$ cat config.mk
export PLATFORM = sky130hd
export DESIGN_NAME = pmi_port_input
export DESIGN_NICKNAME = d
export VERILOG_FILES = /design/src/pmi_pkg.sv /design/src/pmi_port_input.sv
export SDC_FILE = /design/constraint.sdc
export NUM_CORES = 1
export LEC_CHECK = 0
export CAP_MARGIN = 30
export CORE_MARGIN = 2
export CORE_UTILIZATION = 59
export CTS_CLUSTER_DIAMETER = 50
export DETAILED_ROUTE_END_ITERATION = 10
export DONT_BUFFER_PORTS = 1
export HOLD_SLACK_MARGIN = 0.05
export PLACE_DENSITY = 0.75
export SYNTH_ARGS = -nofsm -noshare
export SYNTH_HDL_FRONTEND = slang
export SYNTH_SLANG_ARGS = --single-unit
export TNS_END_PERCENT = 5
$ cat constraint.sdc
create_clock -name mclk_i -period 2.1 [get_ports mclk_i]
set_input_delay 0.315 -clock mclk_i [delete_from_list [all_inputs] [get_ports mclk_i]]
set_output_delay 0.315 -clock mclk_i [all_outputs]
set_load 0.03 [all_outputs]
$ cat src/pmi_pkg.sv
// Package for the port 0 MII/RMII input side: modes, timing, pin and stream structs.
// Assumes a 100 MHz core clock; all users write pmi_pkg::name.
package pmi_pkg;

    // Port operating modes: bit 0 set = PHY role, bit 1 set = RMII
    typedef enum logic [1:0] {
        PMI_MII_MAC  = 2'b00,
        PMI_MII_PHY  = 2'b01,
        PMI_RMII_MAC = 2'b10,
        PMI_RMII_PHY = 2'b11
    } pmi_mode_e;

    // Frame tracking states
    typedef enum logic [1:0] {
        PMI_IDLE  = 2'b00,
        PMI_RECV  = 2'b01,
        PMI_ABORT = 2'b10
    } pmi_state_e;

    // Timing: core clock period, MII clock half period, RMII sample interval
    localparam int CLK_PERIOD_NS   = 10;
    localparam int MII_HALF_NS     = 20;
    localparam int RMII_PERIOD_NS  = 20;
    localparam int MII_HALF_CYC    = (MII_HALF_NS + CLK_PERIOD_NS - 1) / CLK_PERIOD_NS;
    localparam int RMII_CYC        = (RMII_PERIOD_NS + CLK_PERIOD_NS - 1) / CLK_PERIOD_NS;
    localparam int CNT_W           = 4;
    localparam logic [CNT_W-1:0] MII_LIMIT  = CNT_W'(MII_HALF_CYC - 1);
    localparam logic [CNT_W-1:0] RMII_LIMIT = CNT_W'(RMII_CYC - 1);

    // Values after reset and fixed codes
    localparam logic [CNT_W-1:0] CNT_RESET = 4'h0;
    localparam logic [3:0]       LPI_CODE  = 4'h1;

    // Pins sampled into the core clock domain
    typedef struct packed {
        logic [1:0] mode;
        logic       virtual_phy_isolate;
        logic       port0_in_clock;
        logic       port0_in_valid;
        logic       port0_in_error;
        logic [3:0] port0_in_data_bus;
    } pmi_pin_s;

    localparam pmi_pin_s PIN_RESET = '0;

    // Received stream toward the switch core, one beat per sample
    typedef struct packed {
        logic       valid;
        logic [3:0] data;
        logic       two_bit;
        logic       error;
        logic       abort;
        logic       lpi;
    } pmi_rx_s;

    localparam pmi_rx_s RX_RESET = '0;

endpackage

$ cat src/pmi_port_input.sv
// Port 0 MII/RMII input side: samples data, valid and error pins and
// produces a per-beat receive stream; drives the clock pin in MII PHY mode.
// Assumes mode and isolate are quasi-static levels; all pins are asynchronous.
//
// Overview of operation
// - In MAC modes the lowest data pin is taken as receive data bit 0.
// - In PHY modes the lowest data pin is taken as frame data bit 0 from the MAC.
// - In MII MAC mode data and error are accepted only while receive valid is high, except the low power idle code.
// - In PHY modes transmit enable qualifies four bits in MII and two bits in RMII.
// - In RMII MAC mode the valid pin is carrier sense and data valid combined.
// - In MII MAC mode the error pin flags a receive error or low power idle.
// - In MII PHY mode an error from the MAC aborts the frame being received.
// - In RMII MAC mode the error pin marks the received beats as errored.
// - In RMII PHY mode the error pin is ignored.
// - In PHY modes the isolate bit makes the data, valid and error pins ignored.
// - In MII MAC mode the clock pin is the PHY receive clock timing the inputs.
// - In MII PHY mode the device drives the clock pin, disabled while isolated.
// - In RMII modes the clock pin is unused for timing.
// - In MAC modes the next data pin carries receive data bit 1.
`timescale 1ns/1ps
`default_nettype none

module pmi_port_input (
    input  wire logic               mclk_i,
    input  wire logic               reset_i,
    input  wire pmi_pkg::pmi_pin_s  pins_i,
    output var  logic               clock_pin_o,
    output var  logic               clock_pin_oe_o,
    output var  pmi_pkg::pmi_rx_s   rx_o,
    output var  logic               frame_active_o
);

    pmi_pkg::pmi_pin_s              sync1_reg;
    pmi_pkg::pmi_pin_s              sync2_reg;
    logic                           clk_prev_reg;
    logic [pmi_pkg::CNT_W-1:0]      cnt_reg;
    logic [pmi_pkg::CNT_W-1:0]      cnt_next;
    logic                           gen_clk_reg;
    pmi_pkg::pmi_state_e            state_reg;
    pmi_pkg::pmi_state_e            state_next;
    pmi_pkg::pmi_rx_s               rx_next;

    wire pmi_pkg::pmi_mode_e        mode;
    wire logic                      is_phy;
    wire logic                      is_rmii;
    wire logic                      isolated;
    wire logic                      mac_edge;
    wire logic [pmi_pkg::CNT_W-1:0] limit;
    wire logic                      tick;
    wire logic                      sample_en;
    wire logic                      eff_valid;
    wire logic                      eff_error;
    wire logic [3:0]                eff_data;
    wire logic                      abort_now;
    wire logic                      accept;

    // Two-stage synchroniser for every pin; only stage two is read
    always_ff @(posedge mclk_i or posedge reset_i) begin
        if (reset_i) begin
            sync1_reg <= pmi_pkg::PIN_RESET;
            sync2_reg <= pmi_pkg::PIN_RESET;
        end else begin
            sync1_reg <= pins_i;
            sync2_reg <= sync1_reg;
        end
    end

    // Mode and isolate decode
    assign mode     = pmi_pkg::pmi_mode_e'(sync2_reg.mode);
    assign is_phy   = sync2_reg.mode[0];
    assign is_rmii  = sync2_reg.mode[1];
    assign isolated = is_phy & sync2_reg.virtual_phy_isolate;

    // Rising edge of the external receive clock, MII MAC only
    assign mac_edge = (mode == pmi_pkg::PMI_MII_MAC) & sync2_reg.port0_in_clock
                      & ~clk_prev_reg;

    // Divider: MII half period or RMII sample interval
    assign limit    = is_rmii ? pmi_pkg::RMII_LIMIT : pmi_pkg::MII_LIMIT;
    assign tick     = (cnt_reg >= limit);
    assign cnt_next = tick ? pmi_pkg::CNT_RESET : cnt_reg + 4'h1;

    // Sample strobe per mode; the clock pin never times RMII
    assign sample_en = is_rmii ? tick :
                       is_phy  ? (tick & ~gen_clk_reg) :
                                 mac_edge;

    // Effective pin values after isolate and mode masking
    assign eff_valid = sync2_reg.port0_in_valid & ~isolated;
    assign eff_error = sync2_reg.port0_in_error & ~isolated
                       & (mode != pmi_pkg::PMI_RMII_PHY);
    assign eff_data  = isolated ? 4'h0 :
                       is_rmii  ? {2'h0, sync2_reg.port0_in_data_bus[1:0]} :
                                  sync2_reg.port0_in_data_bus;

    // Transmit error from the MAC kills the frame
    assign abort_now = (mode == pmi_pkg::PMI_MII_PHY) & eff_valid & eff_error;
    assign accept    = sample_en & eff_valid & ~abort_now
                       & (state_reg != pmi_pkg::PMI_ABORT);

    // Frame state machine, advanced on sample strobes
    always_comb begin
        state_next = state_reg;
        if (sample_en) begin
            case (state_reg)
                pmi_pkg::PMI_IDLE: begin
                    if (abort_now) begin
                        state_next = pmi_pkg::PMI_ABORT;
                    end else if (eff_valid) begin
                        state_next = pmi_pkg::PMI_RECV;
                    end
                end
                pmi_pkg::PMI_RECV: begin
                    if (abort_now) begin
                        state_next = pmi_pkg::PMI_ABORT;
                    end else if (!eff_valid) begin
                        state_next = pmi_pkg::PMI_IDLE;
                    end
                end
                pmi_pkg::PMI_ABORT: begin
                    if (!eff_valid) begin
                        state_next = pmi_pkg::PMI_IDLE;
                    end
                end
                default: begin
                    state_next = pmi_pkg::PMI_IDLE;
                end
            endcase
        end
    end

    // Stream beat built from the current sample
    always_comb begin
        rx_next         = pmi_pkg::RX_RESET;
        rx_next.valid   = accept;
        rx_next.data    = accept ? eff_data : 4'h0;
        rx_next.two_bit = accept & is_rmii;
        rx_next.error   = accept & eff_error & ~is_phy;
        rx_next.abort   = sample_en & abort_now
                          & (state_reg != pmi_pkg::PMI_ABORT);
        rx_next.lpi     = sample_en & (mode == pmi_pkg::PMI_MII_MAC) & ~eff_valid
                          & eff_error & (eff_data == pmi_pkg::LPI_CODE);
    end

    // Counter, generated clock and edge history
    always_ff @(posedge mclk_i or posedge reset_i) begin
        if (reset_i) begin
            cnt_reg      <= pmi_pkg::CNT_RESET;
            gen_clk_reg  <= 1'b0;
            clk_prev_reg <= 1'b0;
        end else begin
            cnt_reg      <= cnt_next;
            gen_clk_reg  <= tick ? ~gen_clk_reg : gen_clk_reg;
            clk_prev_reg <= sync2_reg.port0_in_clock;
        end
    end

    // Registered outputs
    always_ff @(posedge mclk_i or posedge reset_i) begin
        if (reset_i) begin
            state_reg      <= pmi_pkg::PMI_IDLE;
            rx_o           <= pmi_pkg::RX_RESET;
            frame_active_o <= 1'b0;
            clock_pin_o    <= 1'b0;
            clock_pin_oe_o <= 1'b0;
        end else begin
            state_reg      <= state_next;
            rx_o           <= rx_next;
            frame_active_o <= (state_next == pmi_pkg::PMI_RECV);
            clock_pin_o    <= gen_clk_reg;
            clock_pin_oe_o <= (mode == pmi_pkg::PMI_MII_PHY) & ~isolated;
        end
    end
endmodule

`default_nettype wire

* After elaboration in Yosys (flattened, before gate mapping)
Index checks and enable logic that the tools add are counted.
** Operators by class
- Eq/ne operators :: 7
- Bitwise gates (word level) :: 28
- Multiplexer cells :: 12
- $add $sub $neg :: 1
- Order comparisons :: 1
- Reduce and logical (&&, ||, !) cells :: 2
** Operator list (count)
- 1-bit AND :: 22
- 4-bit two-way mux :: 4
- 2-bit two-way mux :: 5
- 2-bit by 1-bit equality test with 1-bit output (second input constant) :: 3
- 1-bit inverter :: 6
- 2-bit case mux with 3 select lines :: 1
- 4-bit by 1-bit adder with 4-bit output (second input constant) :: 1
- 4-bit by 1-bit equality test with 1-bit output (second input constant) :: 1
- 4-bit by 1-bit >= comparator with 1-bit output (second input constant) :: 1
- 2-bit logical NOT :: 2
- 2-bit inequality test (second input constant) :: 2
- 2-bit equality test (second input constant) :: 1
- 1-bit two-way mux :: 2
** Storage, ports and cells
- Logic and storage cells :: 76
- Register bits after elaboration :: 40
- Input port bits :: 12

* Logic depth before layout (Yosys ltp)
Gate-level depths: netlist of the first run.
- Depth after elaboration :: 10
- Depth in mapped cells :: 6
- Mapped depth without buffers :: 6

* Least setup slack after synthesis of the first run
OpenSTA, ideal clock, no wires.
- Kind :: reg-to-reg
- Start :: register sync2_reg, in the netlist mode[1]
- End :: register rx_o[6] (netlist bit)
- Slack :: 0.412 ns
- Data arrival time :: 1.593 ns
- Stages on the path, launching flop included :: 4
- Required time :: 2.005 ns
- Cell sequence :: dfrtp_1 > or4b_4 > a221o_2 > nor4b_2
** RTL lines
- from (decl) :: line pmi_port_input.sv:34 : pmi_pkg::pmi_pin_s sync2_reg;
- from (signal assigned) :: line pmi_port_input.sv:61 : sync2_reg <= pmi_pkg::PIN_RESET;
- from (signal assigned) :: line pmi_port_input.sv:64 : sync2_reg <= sync1_reg;
- to (signal assigned) :: line pmi_port_input.sv:162 : rx_o <= pmi_pkg::RX_RESET;
- to (signal assigned) :: line pmi_port_input.sv:168 : rx_o <= rx_next;
- to (decl) :: line pmi_port_input.sv:29 : output var pmi_pkg::pmi_rx_s rx_o,

==> flow_metrics.tcl, run 1 <==
set metrics [dict create \
    slew_viol_final 0 \
    power_switching_mw 0.443 \
    grt_overflow_total 0 \
    synthTopCellsByArea "dfrtp_1, ha_1, nor4b_2" \
    clk_latency_ps 330 \
    power_density_mw_per_mm2 1080 \
    final-setup-viol-count 0 \
    postSynthCellCount 85 \
    cts_tree "built" \
    h-tree-depth 2 \
    synthDistinctLibCells 22 \
    grt_pass1_vias 639 \
    routabilityCongestion 0.845 \
    critPathKind "reg2reg" \
    port_buffers 0 \
    power_frac_clock_pct 28.3 \
    start_util_pct 61.0 \
    crit_required_ps 2340 \
    outcome "completed" \
    place_ws_ps 280 \
    finClkSkew_ps 3.90 \
    cts-root-buf "clkbuf_4" \
    largest_reg_flops 10 \
    grt.total_usage_pct 17.1 \
    timing.fmax_ghz 0.545 \
    routed_wl_mm 1.81 \
    cp_slowest_stage_delay_ps 570 \
    whs_ps 358 \
    clkTransAtPathRegs_ps 100 \
    antenna_found_initial 0 \
    drtIter0Drc 2 \
    drc 0 \
    drt.antenna.violating_nets 0 \
    dp.cells 114 \
    swShare_pct 26.7 \
    avgSynthCellArea_um2 15.4 \
    final_common_cell "dfrtp_1" \
    vias 676 \
    post-route-period-util_pct 87.3 \
    finalInstanceArea_mm2 0.00154 \
    drt-vias-per-instance 5.08 \
    fin_crit_ps 1830 \
    grt_pass1_wl_mm 2.93 \
    internal_power_mw 1.22 \
    ys_seq_elements 40 \
    wl_per_cell_um 13.6 \
    setup.worst_path.end_class "flop" \
    power_mw 1.66 \
    crit_chain "or4b_4 -> a221o_2 -> nor4b_2" \
    synth_area_mm2 0.00131 \
    hpwl_mm 1.19 \
    dieArea_mm2 0.00261 \
    holdCritPathClass "reg2reg" \
    p_leak_nw 0.723 \
    synth_top_area_share_pct 76.4 \
    rows 17 \
    core_area_mm2 0.00215 \
    critPathSlowestCell "or4b_4" \
    die_h_um 51.1 \
    synth_warnings 0 \
    hold_viol 0 \
    antenna_cells 0 \
    seqPwrFrac_pct 58.9 \
    pin_count 24 \
    grt_max_degree 41 \
    die_w_um 51.1 \
    area_growth_syn_to_layout_pct 17.8 \
    cts_buffers 5 \
    yosysSeqAreaShare_pct 76.4 \
    crit_arrival_ps 2070 \
    synth_top_cell_by_area "dfrtp_1" \
    layout_setup_ws_ps 266 \
    final_nets 119 \
    post_cts_buffers 0 \
    num-fill-cells 136 \
    p_comb_share_pct 12.9 \
    drt_first_pass_iters 3 \
    worstPathMaxFanout 8 \
    clock_path_buffers 2 \
    peakVddDrop_mv 0.746 \
    synth_nets 100 \
    tns_ps 0 \
    cts.sinks 40 \
    finalNonFillerCells 133 \
    maxCapViolations 0 \
    drive_gt1_share_pct 13.3 \
    start_kind "flop" \
    fin_util_pct 71.8 \
    dpl_cell_area_mm2 0.00136 \
    final_cell_mix "dfrtp_1, dlygate4sd3_1, inv_1" \
    rsz0062_at_grt "no" \
]
layout make-up:
type | instances | area [µm²] | share of cell area [%]
Sequential cell | 40 | 1000 | 64.9
Clock inverter | 2 | 35.0 | 2.27
Tap cell | 28 | 35.0 | 2.27
Inverter | 6 | 22.5 | 1.46
Clock buffer | 6 | 41.3 | 2.68
Timing Repair Buffer | 13 | 125 | 8.11
Multi-Input combinational cell | 38 | 283 | 18.3
metal layers:
layer  GRT usage, %  part of all wire, %
met1           19.8                   44
met2           25.5                   50
met3           8.77                  5.5
met4           9.46                 0.94
met5              0                    0
what timing repair did:
item / in CTS / in global routing
gates resized for setup: 0 / 0
endpoints found under the hold margin: 50 / 0
hold buffers: 11 / 0
cells by family (layout without fill, tap and decap cells):
logic type | count (synthesis) | after routing | synth area share, %
AO/OA/AOI/OAI | 6 | 6 | 4.20
XOR/XNOR | 1 | 1 | 0.669
adder cells (fa/ha/maj) | 3 | 3 | 2.87
buffers and inverters | 7 | 27 | 2.01
flip-flops | 40 | 40 | 76.4
other | 1 | 1 | 0.286
AND/OR/NAND/NOR | 27 | 27 | 13.6
Yosys cell counts:
cell type,instances
a221o_2,1
or4b_4,1
ha_1,3
nand2b_1,2
a21bo_2,1
nor4b_1,2
conb_1,1
dfrtp_1,40
inv_1,6
a21o_1,1
nor4b_2,2
nand3_1,1
o2bb2ai_1,2
nor3b_1,3
and2_1,4
nand2_1,4
and3_1,1
nor3_1,3
xnor2_1,1
clkbuf_1,1
nor2_1,4
a2bb2oi_1,1
worst max-delay path, delay by kind of cell (launching register included):
family,cells,cell delay [ps]
AOI/OAI and AO/OA,1,460
DFF,1,470
and+or+nand+nor,2,820
power groups by stage:
stage                     Combinational, mW  Sequential (mW)  Clock, mW
after floorplan                       0.152            0.977          0
after global placement                0.188            0.989          0
after detailed placement              0.196            0.994          0
after CTS                             0.214            0.978      0.484
after global routing                  0.245            0.990      0.517
final                                 0.214            0.977      0.469
path summary, 6_finish.rpt:
kind / endpoint / from / slack [ps] / cells past startpoint
worst max-delay path: rx_o[6]$_DFF_PP0_ / mode[1]$_DFF_PP0_ / 270 / 3
worst min-delay path: sync2_reg[2]$_DFF_PP0_ / sync1_reg[2]$_DFF_PP0_ / 360 / 0
worst max register to register: rx_o[6]$_DFF_PP0_ / mode[1]$_DFF_PP0_ / 270 / 3
worst min register to register: sync2_reg[2]$_DFF_PP0_ / sync1_reg[2]$_DFF_PP0_ / 360 / 0
max in group asynchronous: sync2_reg[0]$_DFF_PP0_ / reset_i / 1230 / 3
min in group asynchronous: sync1_reg[7]$_DFF_PP0_ / reset_i / 540 / 3
No activity file was read; power rests on OpenSTA's default activity.
==> inputs of run 2 (changes only) <==
--- a/config.mk
+++ b/config.mk
@@ -5,14 +5,15 @@
 export SDC_FILE = /design/constraint.sdc
 export NUM_CORES = 1
 export LEC_CHECK = 0
+export ABC_AREA = 1
 export CAP_MARGIN = 30
 export CORE_MARGIN = 2
-export CORE_UTILIZATION = 59
+export CORE_UTILIZATION = 60
 export CTS_CLUSTER_DIAMETER = 50
 export DETAILED_ROUTE_END_ITERATION = 10
 export DONT_BUFFER_PORTS = 1
 export HOLD_SLACK_MARGIN = 0.05
-export PLACE_DENSITY = 0.75
+export PLACE_DENSITY = 0.76
 export SYNTH_ARGS = -nofsm -noshare
 export SYNTH_HDL_FRONTEND = slang
 export SYNTH_SLANG_ARGS = --single-unit
==> run 2 against run 1 <==
Clock skew is 5.5 ps higher. Sequential cell count stayed put. Setup slack better by 180 ps. Synthesized cell count is 41% higher. Total power is 6.7% higher. Sequential share of layout area decreased by 4.8 points. Combinational power is 31% higher. Synthesized area is 8.7% higher. Highest routed layer unchanged.
==> flow_metrics.tcl, run 2 <==
set metrics [dict create \
    area_growth_syn_to_layout_pct 17.0 \
    critPathKind "reg2reg" \
    slew_viol_final 0 \
    routed_wl_mm 2.20 \
    setup.worst_path.end_class "flop" \
    hpwl_mm 1.41 \
    synth_top_cell_by_area "dfrtp_1" \
    drt.antenna.violating_nets 0 \
    die_w_um 52.7 \
    post_cts_buffers 0 \
    grt_overflow_total 0 \
    yosys_most_used_dff "dfrtp_1" \
    p_leak_nw 0.845 \
    clk_latency_ps 340 \
    peakVddDrop_mv 0.839 \
    maxCapViolations 0 \
    synth_top_area_share_pct 70.3 \
    drc 0 \
    synth_nets 135 \
    rows 17 \
    core_area_mm2 0.00223 \
    dieArea_mm2 0.00278 \
    avgSynthCellArea_um2 11.9 \
    worstPathMaxFanout 5 \
    holdCritPathClass "reg2reg" \
    finClkSkew_ps 9.40 \
    start_kind "flop" \
    hold_path.startpoint "sync1_reg[9]$_DFF_PP0_" \
    cts_tree "built" \
    cts-root-buf "clkbuf_4" \
    pin_count 24 \
    largest_reg_flops 10 \
    synth_warnings 0 \
    grt_max_degree 41 \
    hold_viol 0 \
    grt.total_usage_pct 21.4 \
    drtIter0Drc 8 \
    r2r_start "cnt_reg[0]$_DFF_PP0_" \
    antenna_cells 0 \
    synthTopCellsByArea "dfrtp_1, inv_1, nand2_1" \
    h-tree-depth 2 \
    port_buffers 0 \
    grt_pass1_wl_mm 3.92 \
    crit_path_start "cnt_reg[0]$_DFF_PP0_" \
    cts.sinks 40 \
    postSynthCellCount 120 \
    yosysSeqAreaShare_pct 70.3 \
    synth_commonest_cells "dfrtp_1, inv_1, nand2_1" \
    vias 829 \
    grt_pass1_vias 880 \
    clock_path_buffers 2 \
    drt-vias-per-instance 4.93 \
    antenna_found_initial 0 \
    ys_seq_elements 40 \
    power_density_mw_per_mm2 1060 \
    crit_arrival_ps 1880 \
    synth_edf_count 0 \
    final-setup-viol-count 0 \
    num-fill-cells 149 \
    start_util_pct 63.8 \
    yosysMostFrequentCell "dfrtp_1" \
    final_nets 154 \
    async_reset_ff_share_pct 100 \
    cts_buffers 5 \
    final_cell_mix "dfrtp_1, inv_1, nand2_1" \
    final_common_cell "dfrtp_1" \
    drt_first_pass_iters 4 \
    routabilityCongestion 0.836 \
    clkTransAtPathRegs_ps 110 \
    synthDistinctLibCells 17 \
    wl_per_cell_um 13.1 \
    drive_gt1_share_pct 22.1 \
    tns_ps 0 \
    crit_required_ps 2330 \
    power_mw 1.77 \
    outcome "completed" \
    rsz0062_at_grt "no" \
    synth_area_mm2 0.00142 \
    fin_crit_ps 1660 \
    die_h_um 52.7 \
    timing.fmax_ghz 0.604 \
    post-route-period-util_pct 78.8 \
]
run 2: changes by cell type in the layout (fill, tap and decap cells not counted), moves of 3 or more:
cell	delta
nor2_2	+8
nand2_2	+5
inv_1	+11
and2_1	-4
nor2_1	+7
nand2_1	+10
nand3_1	+5
nand2_4	+4
nor3b_1	-3
run 2: report_power, final:
group,switching (mW),internal [mW]
logic,0.188,0.0937
clock network,0.241,0.285
registers,0.113,0.852
total,0.541,1.23
run 2: path summary, 6_finish.rpt:
kind / slack [ps] / endpoint / depth (start not counted)
setup / recovery: 440 / state_reg[0]$_DFF_PP0_ / 11
hold / removal: 360 / mode[1]$_DFF_PP0_ / 0
setup reg to reg: 440 / state_reg[0]$_DFF_PP0_ / 11
hold reg to reg: 360 / mode[1]$_DFF_PP0_ / 0
max in group asynchronous: 1250 / clock_pin_oe_o$_DFF_PP0_ / 3
min in group asynchronous: 520 / sync2_reg[7]$_DFF_PP0_ / 3
run 2: cells by family after synthesis:
logic type / synth area share, %
flops: 70.3
buf+inv: 5.36
fa+ha+maj: 2.64
compound gates: 1.05
other cells: 0.263
simple gates: 20.4
run 2: routing by layer:
layer	part of all wire, %	global-route usage (%)
met2	53	35.4
met4	2.0	8.97
met1	38	23.8
met3	6.6	9.43
met5	0	0
run 2: cell type report:
| class | count | area, µm² | share of cell area (%) |
|---|---|---|---|
| sequential | 40 | 1000 | 60.1 |
| timing repair buffer | 12 | 118 | 7.06 |
| clock inverter | 2 | 38.8 | 2.33 |
| clock buffer | 6 | 51.3 | 3.08 |
| tap | 28 | 35.0 | 2.10 |
| multi-input combinational | 60 | 347 | 20.8 |
| inverter | 20 | 76.3 | 4.58 |
run 2: stage by stage:
step                      hold slack, ps  instance area (µm²)  setup slack (ps)  std cells  utilization [%]
after floorplan                      331                 1420               709        120                -
after CTS                            356                 1670               483        168             74.6
after detailed placement             336                 1470               539        149             65.7
final                                360                 1670               445        168             74.6
after global routing                 370                 1670               295        168             74.6
after global placement               331                 1470               670        149             65.7
run 2: what timing repair did:
| action | CTS | global route |
|---|---|---|
| gates resized for setup | 0 | 0 |
| hold buffers | 11 | 0 |
| endpoints found under the hold margin | 50 | 0 |
run 2: critical path: stages (launching register included):
cell     delay, ps
dfrtp_1        440
inv_1           80
ha_1           140
inv_1           50
nor2_2         140
nand2_1        140
nand2_2        130
nand2_4         60
nand2_4        100
nor2_1          50
nor2_1         150
inv_1           60
==> inputs of run 3 (changes only) <==
==> constraint.sdc (replaced) <==
create_clock -name mclk_i -period 1.7 [get_ports mclk_i]
set_input_delay 0.255 -clock mclk_i [delete_from_list [all_inputs] [get_ports mclk_i]]
set_output_delay 0.255 -clock mclk_i [all_outputs]
set_load 0.03 [all_outputs]
==> run 3 against run 2 <==
Fmax up 3.9%. Worst hold slack improved by 0.59 ps. Combinational power is 33% higher. Core utilization up 0.056 points. Cell count is the same. Die area unchanged. Clock skew is 5.1 ps lower. Register-to-register slack worse by 340 ps. Via count fell by 1.2%. Non-clock buffer count stayed put. Sequential cell count unchanged. Critical path type unchanged.
==> flow_metrics.tcl, run 3 (synthesis results as in run 2) <==
set metrics [dict create \
    drt.antenna.violating_nets 0 \
    drt_first_pass_iters 4 \
    whs_path_depth 0 \
    vias 819 \
    grt_pass1_vias 839 \
    grt_overflow_total 0 \
    fin_util_pct 74.7 \
    crit_path_start "cnt_reg[0]$_DFF_PP0_" \
    routed_wl_mm 2.22 \
    grt_pass1_wl_mm 3.73 \
    die_h_um 52.7 \
    drc 0 \
    routabilityCongestion 0.836 \
    cts-root-buf "clkbuf_4" \
    critPathKind "reg2reg" \
    antenna_cells 0 \
    grt.total_usage_pct 20.3 \
    num-fill-cells 146 \
    final_cell_mix "dfrtp_1, inv_1, nand2_1" \
    dieArea_mm2 0.00278 \
    slew_viol_final 0 \
    antenna_found_initial 0 \
    cts.sinks 40 \
    core_area_mm2 0.00223 \
    timing.fmax_ghz 0.628 \
    final_common_cell "dfrtp_1" \
    cts_tree "built" \
    drt-vias-per-instance 4.88 \
    largest_reg_flops 10 \
    wl_per_cell_um 13.2 \
    outcome "completed" \
    grt_max_degree 41 \
    tns_ps 0 \
    maxCapViolations 0 \
    drive_gt1_share_pct 22.9 \
    final_nets 154 \
    setup.worst_path.end_class "flop" \
    die_w_um 52.7 \
    area_growth_syn_to_layout_pct 17.1 \
    h-tree-depth 2 \
    worstPathMaxFanout 5 \
    start_util_pct 63.8 \
    fin_crit_ps 1590 \
    power_density_mw_per_mm2 1310 \
    cts_buffers 5 \
    rows 17 \
    hpwl_mm 1.47 \
    hold_viol 0 \
    port_buffers 0 \
    clock_path_buffers 2 \
    crit_arrival_ps 1830 \
    hold_path.startpoint "sync1_reg[9]$_DFF_PP0_" \
    holdCritPathClass "reg2reg" \
    r2r_start "cnt_reg[0]$_DFF_PP0_" \
    peakVddDrop_mv 1.19 \
    pin_count 24 \
    final-setup-viol-count 0 \
    post-route-period-util_pct 93.7 \
    start_kind "flop" \
    clk_latency_ps 340 \
    clkTransAtPathRegs_ps 110 \
    p_leak_nw 0.840 \
    worstRegToRegCells 11 \
    drtIter0Drc 18 \
    crit_required_ps 1940 \
    finClkSkew_ps 4.26 \
]
==> run 3: cell types whose count changed in the layout (fill, tap and decap cells not counted), sizes merged <==
cell      change
clkbuf        -1
clkinv        -1
clkinvlp      +1
inv           +1
==> run 3: cell type report <==
type	instances	area, µm²	area share [%]
multi-input cells	60	354	21.2
repair buffers	12	118	7.05
inverters	20	76.3	4.58
flip-flops and latches	40	1000	60.0
clock buffers	5	37.5	2.25
well taps	28	35.0	2.10
clock inverters	3	46.3	2.78
==> run 3: final timing paths <==
path | to | slack, ps
max | frame_active_o$_DFF_PP0_ | 110
min | mode[1]$_DFF_PP0_ | 360
max reg2reg | frame_active_o$_DFF_PP0_ | 110
min reg2reg | mode[1]$_DFF_PP0_ | 360
max in group asynchronous | state_reg[0]$_DFF_PP0_ | 910
min in group asynchronous | cnt_reg[2]$_DFF_PP0_ | 470
==> run 3: timing repair <==
item,CTS,global route
resized for setup,0,2
endpoints found under the hold margin,50,0
setup endpoints to repair,0,3
buffers inserted,0,0
hold buffers,11,0
==> run 3: where the power goes <==
part           leakage (nW)  internal [mW]  switching, mW  total (mW)
sequential            0.497           1.05          0.138        1.19
clock                0.0418          0.314          0.308       0.623
combinational         0.301          0.128          0.246       0.374
==> run 3: through the flow <==
step / setup slack (ps) / power, mW / hold slack (ps) / area, µm² / instances
after floorplan: 309 / 1.44 / 286 / 1420 / 120
after global placement: 269 / 1.48 / 271 / 1470 / 149
after detailed placement: 142 / 1.53 / 286 / 1470 / 149
after CTS: 119 / 2.17 / 363 / 1660 / 168
after global routing: -15.5 / 2.31 / 368 / 1670 / 168
final: 107 / 2.19 / 361 / 1670 / 168
==> run 3: worst max-delay path, stage by stage, from the launching register on <==
cell and delay, ps:
dfrtp_1 440, inv_1 70, ha_1 150, inv_1 70
nor2_4 120, nand3_1 100, nand2_1 110, clkinv_2 90
nand2_4 100, nor2_1 50, nor2_1 140, nor2_1 50
==> run 3: layer usage <==
| metal | track usage, % | routed length, µm | up-vias |
|---|---|---|---|
| met4 | 8.97 | 44 | 0 |
| met2 | 35.0 | 1160 | 36 |
| met1 | 21.4 | 862 | 380 |
| li1 | - | - | 399 |
| met3 | 8.57 | 154 | 4 |
| met5 | 0 | 0 | - |
